===== src/design/ncr_pkg.sv =====
// package for the nand command/address/read host controller
// assumes a 10 MHz single clock; all types and constants shared by design files
package ncr_pkg;

    // ----------------------------------------
    // geometry and address cycles
    // ----------------------------------------
    localparam int PAGE_BYTES = 4352;
    localparam int MAIN_BYTES = 4096;
    localparam int SPARE_BYTES = 256;
    localparam logic [12:0] COL_MAX = 13'h10FF;
    localparam int ADDR_CYCLES = 5;
    localparam int COL_CYCLES = 2;

    // ----------------------------------------
    // command codes
    // ----------------------------------------
    localparam logic [7:0] CMD_READ_SETUP = 8'h00;
    localparam logic [7:0] CMD_READ_START = 8'h30;
    localparam logic [7:0] CMD_COL_CHANGE = 8'h05;
    localparam logic [7:0] CMD_COL_CONFIRM = 8'hE0;
    localparam logic [7:0] CMD_CACHE_NEXT = 8'h31;
    localparam logic [7:0] CMD_CACHE_LAST = 8'h3F;
    localparam logic [7:0] CMD_PROG_SETUP = 8'h80;
    localparam logic [7:0] CMD_PROG_START = 8'h10;
    localparam logic [7:0] CMD_PROG_CACHE = 8'h15;
    localparam logic [7:0] CMD_IN_COL_CHANGE = 8'h85;
    localparam logic [7:0] CMD_COPY_READ = 8'h3A;
    localparam logic [7:0] CMD_COPY_PROG = 8'h8C;
    localparam logic [7:0] CMD_ERASE_SETUP = 8'h60;
    localparam logic [7:0] CMD_ERASE_START = 8'hD0;
    localparam logic [7:0] CMD_ID_READ = 8'h90;
    localparam logic [7:0] CMD_STATUS = 8'h70;
    localparam logic [7:0] CMD_STATUS_MULTI = 8'h71;
    localparam logic [7:0] CMD_RESET = 8'hFF;

    // ----------------------------------------
    // timing (strobe half period in cycles of 100 ns)
    // ----------------------------------------
    localparam int CLK_PERIOD_NS = 100;
    localparam int STROBE_NS = 100;
    localparam logic [3:0] STROBE_CYCLES = 4'((STROBE_NS + CLK_PERIOD_NS - 1) / CLK_PERIOD_NS);
    localparam int BUSY_WAIT_NS = 500; // covers busy onset through the three-stage synchroniser
    localparam logic [3:0] BUSY_WAIT_CYCLES = 4'((BUSY_WAIT_NS + CLK_PERIOD_NS - 1) / CLK_PERIOD_NS);
    localparam logic [2:0] RD_SETTLE_CYCLES = 3'h2; // extra low cycles so a byte crosses both io stages
    localparam int FIFO_DEPTH = 8;
    localparam int FIFO_WIDTH = 8;

    // ----------------------------------------
    // request carrier and states
    // ----------------------------------------
    typedef enum logic [2:0] {
        OP_READ = 3'h0,
        OP_COL_CHANGE = 3'h1,
        OP_CACHE_NEXT = 3'h2,
        OP_CACHE_LAST = 3'h3,
        OP_STATUS = 3'h4,
        OP_RESET = 3'h5,
        OP_CMD_ONLY = 3'h6
    } ncr_op_type;

    typedef struct packed {
        ncr_op_type op;
        logic [12:0] column_address;
        logic [5:0] page_in_block_address;
        logic [10:0] block_address;
        logic [7:0] raw_cmd;
        logic [12:0] length;
    } ncr_req_type;

    typedef struct packed {
        logic cle;
        logic ale;
        logic chip_enable_n;
        logic write_strobe_n;
        logic read_strobe_n;
    } ncr_pins_type;

    typedef enum logic [3:0] {
        ST_IDLE = 4'h0,
        ST_CMD1 = 4'h1,
        ST_ADDR = 4'h2,
        ST_CMD2 = 4'h3,
        ST_BUSY = 4'h4,
        ST_READ = 4'h5,
        ST_DONE = 4'h6
    } ncr_state_type;

endpackage


===== src/design/ncr_fifo.sv =====
// small synchronous fifo with valid/ready on both sides
// assumes one clock domain and an active-low asynchronous reset
`timescale 1ns/1ps
module ncr_fifo #(
    parameter int WIDTH = 8,
    parameter int DEPTH = 8
) (
    input wire logic clk,
    input wire logic arst_n,
    input wire logic [WIDTH-1:0] in_data,
    input wire logic in_valid,
    output logic in_ready,
    output logic [WIDTH-1:0] out_data,
    output logic out_valid,
    input wire logic out_ready
);
    localparam int AW = $clog2(DEPTH);

    logic [WIDTH-1:0] mem [DEPTH];
    logic [AW-1:0] wr_q, wr_d, rd_q, rd_d;
    logic [AW:0] cnt_q, cnt_d;
    logic push, pop;

    // ----------------------------------------
    // handshake and pointer update
    // ----------------------------------------
    always_comb begin
        in_ready = (cnt_q != (AW+1)'(DEPTH));
        out_valid = (cnt_q != '0);
        push = in_valid && in_ready;
        pop = out_valid && out_ready;
        wr_d = push ? AW'(wr_q + 1'b1) : wr_q;
        rd_d = pop ? AW'(rd_q + 1'b1) : rd_q;
        cnt_d = (AW+1)'(cnt_q + (push ? 1'b1 : 1'b0) - (pop ? 1'b1 : 1'b0));
        out_data = mem[rd_q];
    end

    // storage has no reset
    always_ff @(posedge clk) begin
        if (push) begin
            mem[wr_q] <= in_data;
        end
    end

    // pointer registers
    always_ff @(posedge clk or negedge arst_n) begin
        if (!arst_n) begin
            wr_q <= '0;
            rd_q <= '0;
            cnt_q <= '0;
        end else begin
            wr_q <= wr_d;
            rd_q <= rd_d;
            cnt_q <= cnt_d;
        end
    end
endmodule


===== src/design/ncr_host.sv =====
// host controller driving a nand flash over its strobes and latch enables
// assumes clk at 10 MHz; ready_busy_n and io input come from pins
`timescale 1ns/1ps

// Summary of operation
// - full address goes out as five address latch cycles
// - column in cycle 1 and low 5 bits of cycle 2, top three low
// - page within block sits in low six bits of cycle 3
// - block bits 6..16; bit 16 on io bit 0 of cycle 5, rest low
// - chip enable low, read strobe high; write strobe rise latches cmd/addr/data
// - while device read-busy with chip enable low, keep both strobes high; status and reset requests are still issued and strobed while busy
// - page read is 00h, five address cycles, then 30h
// - column moves during output by 05h, two column cycles, E0h
module ncr_host (
    clk,
    arst_n,
    req,
    req_valid,
    req_ready,
    rd_data,
    rd_valid,
    rd_ready,
    busy,
    io_port_in,
    io_port_out,
    io_port_oe_n,
    pins,
    write_protect_n,
    ready_busy_n
);
    input wire logic clk;
    input wire logic arst_n;
    input wire ncr_pkg::ncr_req_type req;
    input wire logic req_valid;
    output logic req_ready;
    output logic [7:0] rd_data;
    output logic rd_valid;
    input wire logic rd_ready;
    output logic busy;
    input wire logic [7:0] io_port_in;
    output logic [7:0] io_port_out;
    output logic io_port_oe_n;
    output ncr_pkg::ncr_pins_type pins;
    output logic write_protect_n;
    input wire logic ready_busy_n;

    // ----------------------------------------
    // input synchronisers
    // ----------------------------------------
    logic [2:0] rb_sync_q;
    logic rb_q;
    logic [7:0] io_s1_q, io_s2_q;

    // three stages; change accepted when stages two and three agree
    always_ff @(posedge clk or negedge arst_n) begin
        if (!arst_n) begin
            rb_sync_q <= 3'h7;
            rb_q <= 1'b1;
            io_s1_q <= 8'h00;
            io_s2_q <= 8'h00;
        end else begin
            rb_sync_q <= {rb_sync_q[1:0], ready_busy_n};
            if (rb_sync_q[1] == rb_sync_q[2]) begin
                rb_q <= rb_sync_q[2];
            end
            io_s1_q <= io_port_in;
            io_s2_q <= io_s1_q;
        end
    end

    // ----------------------------------------
    // address cycle encoding
    // ----------------------------------------
    function automatic logic [7:0] addr_byte(input ncr_pkg::ncr_req_type r, input logic [2:0] idx);
        logic [16:0] row;
        row = {r.block_address, r.page_in_block_address};
        case (idx)
            3'h0: addr_byte = r.column_address[7:0];
            3'h1: addr_byte = {3'h0, r.column_address[12:8]};
            3'h2: addr_byte = row[7:0];
            3'h3: addr_byte = row[15:8];
            3'h4: addr_byte = {7'h00, row[16]};
            default: addr_byte = 8'h00;
        endcase
    endfunction

    // ----------------------------------------
    // sequencer state
    // ----------------------------------------
    ncr_pkg::ncr_state_type st_q, st_d;
    ncr_pkg::ncr_req_type r_q, r_d;
    logic [2:0] idx_q, idx_d;
    logic [3:0] tmr_q, tmr_d;
    logic ph_q, ph_d;
    logic [12:0] cnt_q, cnt_d;
    ncr_pkg::ncr_pins_type pins_q, pins_d;
    logic [7:0] dout_q, dout_d;
    logic oe_n_q, oe_n_d;
    logic [7:0] fin_data;
    logic fin_valid, fin_ready;
    logic tick;
    logic [2:0] n_addr;

    // strobe phase timer: tick once per half period
    assign tick = (tmr_q == ncr_pkg::STROBE_CYCLES - 4'h1);
    assign req_ready = (st_q == ncr_pkg::ST_IDLE);
    assign busy = (st_q != ncr_pkg::ST_IDLE) || !rb_q;

    always_comb begin
        st_d = st_q;
        r_d = r_q;
        idx_d = idx_q;
        tmr_d = tick ? 4'h0 : 4'(tmr_q + 4'h1);
        ph_d = ph_q;
        cnt_d = cnt_q;
        pins_d = pins_q;
        dout_d = dout_q;
        oe_n_d = oe_n_q;
        fin_data = io_s2_q;
        fin_valid = 1'b0;
        n_addr = (r_q.op == ncr_pkg::OP_COL_CHANGE) ? 3'(ncr_pkg::COL_CYCLES) : 3'(ncr_pkg::ADDR_CYCLES);
        case (st_q)
            ncr_pkg::ST_IDLE: begin
                pins_d = '{cle: 1'b0, ale: 1'b0, chip_enable_n: 1'b1, write_strobe_n: 1'b1, read_strobe_n: 1'b1};
                oe_n_d = 1'b1;
                ph_d = 1'b0;
                tmr_d = 4'h0;
                // only reset and status may be issued while the device is busy
                if (req_valid && (rb_q || req.op == ncr_pkg::OP_STATUS || req.op == ncr_pkg::OP_RESET)) begin
                    r_d = req;
                    idx_d = 3'h0;
                    cnt_d = 13'h0000;
                    pins_d.chip_enable_n = 1'b0;
                    st_d = ncr_pkg::ST_CMD1;
                end
            end
            ncr_pkg::ST_CMD1: begin
                // first command cycle: cle high, write strobe low then rising
                if (tick) begin
                    if (!ph_q) begin
                        pins_d.cle = 1'b1;
                        pins_d.write_strobe_n = 1'b0;
                        oe_n_d = 1'b0;
                        case (r_q.op)
                            ncr_pkg::OP_READ: dout_d = ncr_pkg::CMD_READ_SETUP;
                            ncr_pkg::OP_COL_CHANGE: dout_d = ncr_pkg::CMD_COL_CHANGE;
                            ncr_pkg::OP_CACHE_NEXT: dout_d = ncr_pkg::CMD_CACHE_NEXT;
                            ncr_pkg::OP_CACHE_LAST: dout_d = ncr_pkg::CMD_CACHE_LAST;
                            ncr_pkg::OP_STATUS: dout_d = ncr_pkg::CMD_STATUS;
                            ncr_pkg::OP_RESET: dout_d = ncr_pkg::CMD_RESET;
                            default: dout_d = r_q.raw_cmd;
                        endcase
                        ph_d = 1'b1;
                    end else begin
                        // cle and the byte stay put across the rising strobe
                        pins_d.write_strobe_n = 1'b1;
                        ph_d = 1'b0;
                        case (r_q.op)
                            ncr_pkg::OP_READ, ncr_pkg::OP_COL_CHANGE: st_d = ncr_pkg::ST_ADDR;
                            ncr_pkg::OP_STATUS: st_d = ncr_pkg::ST_READ;
                            ncr_pkg::OP_CMD_ONLY: st_d = ncr_pkg::ST_DONE;
                            default: st_d = ncr_pkg::ST_BUSY;
                        endcase
                        if (r_q.op == ncr_pkg::OP_STATUS) begin
                            r_d.length = 13'h0001;
                        end
                    end
                end
            end
            ncr_pkg::ST_ADDR: begin
                // address cycles: ale high, one byte per write strobe
                if (tick) begin
                    if (!ph_q) begin
                        pins_d.cle = 1'b0;
                        pins_d.ale = 1'b1;
                        pins_d.write_strobe_n = 1'b0;
                        oe_n_d = 1'b0;
                        dout_d = addr_byte(r_q, idx_q);
                        ph_d = 1'b1;
                    end else begin
                        pins_d.write_strobe_n = 1'b1;
                        ph_d = 1'b0;
                        idx_d = 3'(idx_q + 3'h1);
                        if (idx_q == 3'(n_addr - 3'h1)) begin
                            st_d = ncr_pkg::ST_CMD2; // ale held through the last rise
                        end
                    end
                end
            end
            ncr_pkg::ST_CMD2: begin
                // confirm command starts the transfer or the column move
                if (tick) begin
                    if (!ph_q) begin
                        pins_d.ale = 1'b0;
                        pins_d.cle = 1'b1;
                        pins_d.write_strobe_n = 1'b0;
                        oe_n_d = 1'b0;
                        dout_d = (r_q.op == ncr_pkg::OP_COL_CHANGE) ?
                            ncr_pkg::CMD_COL_CONFIRM : ncr_pkg::CMD_READ_START;
                        ph_d = 1'b1;
                    end else begin
                        pins_d.write_strobe_n = 1'b1;
                        ph_d = 1'b0;
                        st_d = (r_q.op == ncr_pkg::OP_COL_CHANGE) ? ncr_pkg::ST_READ : ncr_pkg::ST_BUSY;
                    end
                end
            end
            ncr_pkg::ST_BUSY: begin
                // strobes stay high; wait for busy to appear and clear
                pins_d.write_strobe_n = 1'b1;
                pins_d.read_strobe_n = 1'b1;
                pins_d.cle = 1'b0;
                oe_n_d = 1'b1;
                if (cnt_q < 13'(ncr_pkg::BUSY_WAIT_CYCLES)) begin
                    cnt_d = 13'(cnt_q + 13'h0001);
                end else if (rb_q) begin
                    cnt_d = 13'h0000;
                    tmr_d = 4'h0;
                    st_d = (r_q.op == ncr_pkg::OP_RESET) ? ncr_pkg::ST_DONE : ncr_pkg::ST_READ;
                end
            end
            ncr_pkg::ST_READ: begin
                // serial output: strobe stays low until the byte has crossed both io stages
                pins_d.cle = 1'b0;
                oe_n_d = 1'b1;
                if (cnt_q == r_q.length) begin
                    st_d = ncr_pkg::ST_DONE;
                end else if (tick && fin_ready) begin
                    if (!ph_q) begin
                        pins_d.read_strobe_n = 1'b0;
                        idx_d = 3'h0;
                        ph_d = 1'b1;
                    end else if (idx_q != ncr_pkg::RD_SETTLE_CYCLES) begin
                        idx_d = 3'(idx_q + 3'h1);
                    end else begin
                        fin_valid = 1'b1;
                        pins_d.read_strobe_n = 1'b1;
                        ph_d = 1'b0;
                        cnt_d = 13'(cnt_q + 13'h0001);
                    end
                end
            end
            ncr_pkg::ST_DONE: begin
                pins_d.chip_enable_n = 1'b1;
                pins_d.cle = 1'b0;
                oe_n_d = 1'b1;
                st_d = ncr_pkg::ST_IDLE;
            end
            default: st_d = ncr_pkg::ST_IDLE;
        endcase
    end

    always_ff @(posedge clk or negedge arst_n) begin
        if (!arst_n) begin
            st_q <= ncr_pkg::ST_IDLE;
            r_q <= '0;
            idx_q <= 3'h0;
            tmr_q <= 4'h0;
            ph_q <= 1'b0;
            cnt_q <= 13'h0000;
            pins_q <= '{cle: 1'b0, ale: 1'b0, chip_enable_n: 1'b1, write_strobe_n: 1'b1, read_strobe_n: 1'b1};
            dout_q <= 8'h00;
            oe_n_q <= 1'b1;
        end else begin
            st_q <= st_d;
            r_q <= r_d;
            idx_q <= idx_d;
            tmr_q <= tmr_d;
            ph_q <= ph_d;
            cnt_q <= cnt_d;
            pins_q <= pins_d;
            dout_q <= dout_d;
            oe_n_q <= oe_n_d;
        end
    end

    assign pins = pins_q;
    assign io_port_out = dout_q;
    assign io_port_oe_n = oe_n_q;
    assign write_protect_n = 1'b0;

    // ----------------------------------------
    // read data fifo
    // ----------------------------------------
    ncr_fifo #(
        .WIDTH(ncr_pkg::FIFO_WIDTH),
        .DEPTH(ncr_pkg::FIFO_DEPTH)
    ) u_fifo (
        .clk(clk),
        .arst_n(arst_n),
        .in_data(fin_data),
        .in_valid(fin_valid),
        .in_ready(fin_ready),
        .out_data(rd_data),
        .out_valid(rd_valid),
        .out_ready(rd_ready)
    );
endmodule


===== config.mk =====
export PLATFORM = sky130hd
export DESIGN_NAME = ncr_host
export DESIGN_NICKNAME = d
export VERILOG_FILES = /design/src/design/ncr_pkg.sv /design/src/design/ncr_fifo.sv /design/src/design/ncr_host.sv
export SDC_FILE = /design/constraint.sdc
export NUM_CORES = 1
export LEC_CHECK = 0
export BUFFER_PORTS_ARGS = -buffer_cell sky130_fd_sc_hd__buf_2
export CAP_MARGIN = 20
export CORE_UTILIZATION = 55
export DETAILED_ROUTE_END_ITERATION = 16
export GPL_TIMING_DRIVEN = 1
export PLACE_DENSITY = 0.76
export SLEW_MARGIN = 20
export SYNTH_ARGS = -nofsm -noshare
export SYNTH_HDL_FRONTEND = slang
export SYNTH_SLANG_ARGS = --single-unit

===== constraint.sdc =====
create_clock -name clk -period 4 [get_ports clk]
set_input_delay 0.6 -clock clk [delete_from_list [all_inputs] [get_ports clk]]
set_output_delay 0.6 -clock clk [all_outputs]
set_load 0.02 [all_outputs]

==> impl_metrics.json <==
{
  "vias_per_cell": 5.84,
  "wl_per_cell_um": 17.7,
  "arrival_ns": 3.20,
  "yosysSeqAreaShare": 0.602,
  "cp_max_fo": 8,
  "synth_top_cell_area_share": 0.345,
  "synth_cells": 646,
  "drtIter0Drc": 438,
  "grt_usage": 0.225,
  "hp-class": "input pin to register",
  "area_delta_synth_final_pct": 13.8,
  "grt_pass1_vias": 5463,
  "gr-max-usage-layer": "met2",
  "wl_mm": 16.5,
  "die-area_um2": 15500,
  "route.vias.total": 5447,
  "yosys-top-cells-area": "dfrtp_1 34%, edfxtp_1 23%, mux2_2 6.9%",
  "io-pin-count": 93,
  "fmax_mhz": 318,
  "dp_hpwl_mm": 11.8,
  "p_leak_nw": 3.85,
  "met1_usage": 0.296,
  "setup_tns_ns": 0,
  "cts_hold_buffers": 0,
  "worstPathRequired_ns": 4.06,
  "grt_pass1_wl_mm": 27.4,
  "nets": 819,
  "startpoint_type": "register",
  "io_buffers": 91,
  "drive_gt1_frac": 0.295,
  "gr-total-overflow": 0,
  "layout_worst_path_cycle_share": 0.785,
  "initial_core_util": 0.567,
  "rsz0062_at_grt": "false",
  "finalSetupViolCount": 0,
  "antenna_left": 0,
  "syn_area_um2": 8280,
  "yosys.area.top_type": "dfrtp_1",
  "status": "completed",
  "cts_tree": "yes",
  "syn_nets": 730,
  "finClkSkew_ns": 0.00668,
  "drc": 0,
  "clk_pin_slew_ns": 0.07,
  "synth_edf_count": 64,
  "drv_slew": 0,
  "clock_sinks": 186,
  "cts_setup_buffers": 0,
  "ys_types": 65,
  "row_count": 44,
  "async_flop_share": 0.656,
  "use_met3": 0.0503,
  "antenna_found_initial": 0,
  "gp_congestion": 0.834,
  "die_y_um": 125,
  "worst_setup_path_end_kind": "register",
  "htree_num_levels": 4,
  "critPathKind": "register to register",
  "max_slew.worst_pin.slew_ns": 1.04,
  "synth-seq-cells": 186,
  "cts_repair_resize_count": 0,
  "final_cell_area_um2": 9420,
  "clockBufferDepth": 2,
  "ys_warn_count": 0,
  "vdd_drop_max_uv": 450,
  "grt.met2_usage": 0.374,
  "final-hold-violation-count": 0,
  "antenna_cells": 0,
  "fp.dieW_um": 125,
  "place_area_um2": 8910,
  "power_density_nw_per_um2": 706,
  "coreArea_um2": 14600,
  "slew_headroom": 0.301,
  "numCtsBuffers": 17,
  "synth_top_flop_cell": "dfrtp_1",
  "dr.pass1.iters": 5,
  "clk_latency_ns": 0.43,
  "cap_violations": 0,
  "period_minus_slack_ns": 3.14,
  "root_buffer": "clkbuf_16",
  "grt_start_max_net_pins": 75,
  "syn_area_per_cell_um2": 12.8
}
-- worst max-delay path: stages (launching register included) --
cell	delay, ns
dfrtp_1	0.44
inv_1	0.13
ha_1	0.32
nor2b_1	0.55
nand3_1	0.17
nor3_2	0.43
nand2_1	0.18
nor2_1	0.55
-- cells in the final DEF (no fill, tap or decap), types with 4 or more instances in the layout --
| cell | instances |
|---|---|
| buf_2 | 90 |
| ha_1 | 16 |
| nor2b_1 | 8 |
| dfstp_2 | 8 |
| nand2_1 | 60 |
| a31oi_1 | 5 |
| nor2_1 | 42 |
| a21oi_1 | 25 |
| nand3_1 | 25 |
| nor3b_1 | 7 |
| nor4_1 | 4 |
| inv_1 | 18 |
| nor3_1 | 12 |
| mux2i_1 | 5 |
| o31ai_2 | 6 |
| edfxtp_1 | 64 |
| and3_1 | 4 |
| o21ai_0 | 18 |
| nand4_1 | 6 |
| o211ai_1 | 4 |
| a222oi_1 | 8 |
| dfrtp_1 | 113 |
| clkbuf_16 | 17 |
| nand2b_1 | 8 |
| o21ai_1 | 12 |
| mux2_2 | 51 |
| xnor2_1 | 18 |
| mux4_2 | 16 |
| buf_4 | 12 |
-- state kept, by name, summed over array words and instances (netlist names), 4 cells and up --
signal,cells
cnt_q,13
fin_data,8
io_port_out,8
io_s1_q,8
pins,5
r_q,54
tmr_q,4
u_fifo.cnt_q,4
u_fifo.mem,64
-- cell type report --
type / instances / area (um2)
Fill cell: 1076 / 5170
Tap cell: 184 / 230
Timing Repair Buffer: 102 / 541
Inverter: 19 / 71.3
Sequential cell: 186 / 4990
Multi-Input combinational cell: 409 / 3080
Clock inverter: 12 / 76.3
Clock buffer: 20 / 437
-- cell usage after synthesis, types with 16 or more instances --
| master | number |
|---|---|
| clkbuf_1 | 16 |
| mux2_2 | 51 |
| a21oi_1 | 25 |
| mux4_2 | 16 |
| ha_1 | 16 |
| o21ai_0 | 18 |
| nand3_1 | 25 |
| edfxtp_1 | 64 |
| xnor2_1 | 18 |
| nor2_1 | 42 |
| inv_1 | 18 |
| nand2_1 | 60 |
| dfrtp_1 | 114 |
-- metrics by stage --
step	power, W	utilization	instances	hold WS, ns	worst slack, ns
after floorplan	0.00458	-	646	0.304	1.19
after global placement	0.00510	0.610	900	0.336	1.09
after detailed placement	0.00520	0.610	900	0.336	0.900
after CTS	0.00669	0.646	932	0.251	0.782
after global routing	0.00705	0.646	932	0.250	0.598
final	0.00665	0.646	932	0.263	0.858
-- final timing paths --
check / startpoint / endpoint / slack, ns / cells after the start
max reg2reg: idx_q[0]$_DFFE_PN0P_ / u_fifo.mem[7][0]$_DFFE_PP_ / 0.86 / 7
min: ready_busy_n / rb_sync_q[0]$_DFF_PN1_ / 0.26 / 1
max in group asynchronous: arst_n / u_fifo.rd_q[0]$_DFFE_PN0P_ / 2.75 / 2
max: idx_q[0]$_DFFE_PN0P_ / u_fifo.mem[7][0]$_DFFE_PP_ / 0.86 / 7
min in group asynchronous: arst_n / r_q[29]$_DFFE_PN0P_ / 0.29 / 1
min reg2reg: io_s1_q[2]$_DFF_PN0_ / fin_data[2]$_DFF_PN0_ / 0.35 / 0
-- cells by family (layout without fill, tap and decap cells) --
kind of cell | count (synthesis) | count (layout) | synth area share
muxes | 75 | 75 | 0.123
and+or+nand+nor | 191 | 191 | 0.112
AOI/OAI and AO/OA | 103 | 103 | 0.0863
adders and majority gates | 18 | 18 | 0.0278
other | 1 | 1 | 0.000453
xor gates and xnor gates | 21 | 21 | 0.0222
buffers and inverters | 51 | 153 | 0.0256
DFF | 186 | 186 | 0.602
-- power by group --
group          switching, W  internal (W)  total, W
combinational       0.00117       0.00107   0.00224
sequential         0.000523       0.00241   0.00294
clock              0.000692      0.000788   0.00148
total               0.00239       0.00427   0.00665
-- layer usage --
metal  wire length (um)  vias to the layer above
met5                  0                        -
met3                670                       21
li1                   -                     2544
met4                231                        0
met1               7110                     2745
met2               8480                      137
(Power assumes the default switching activity.)
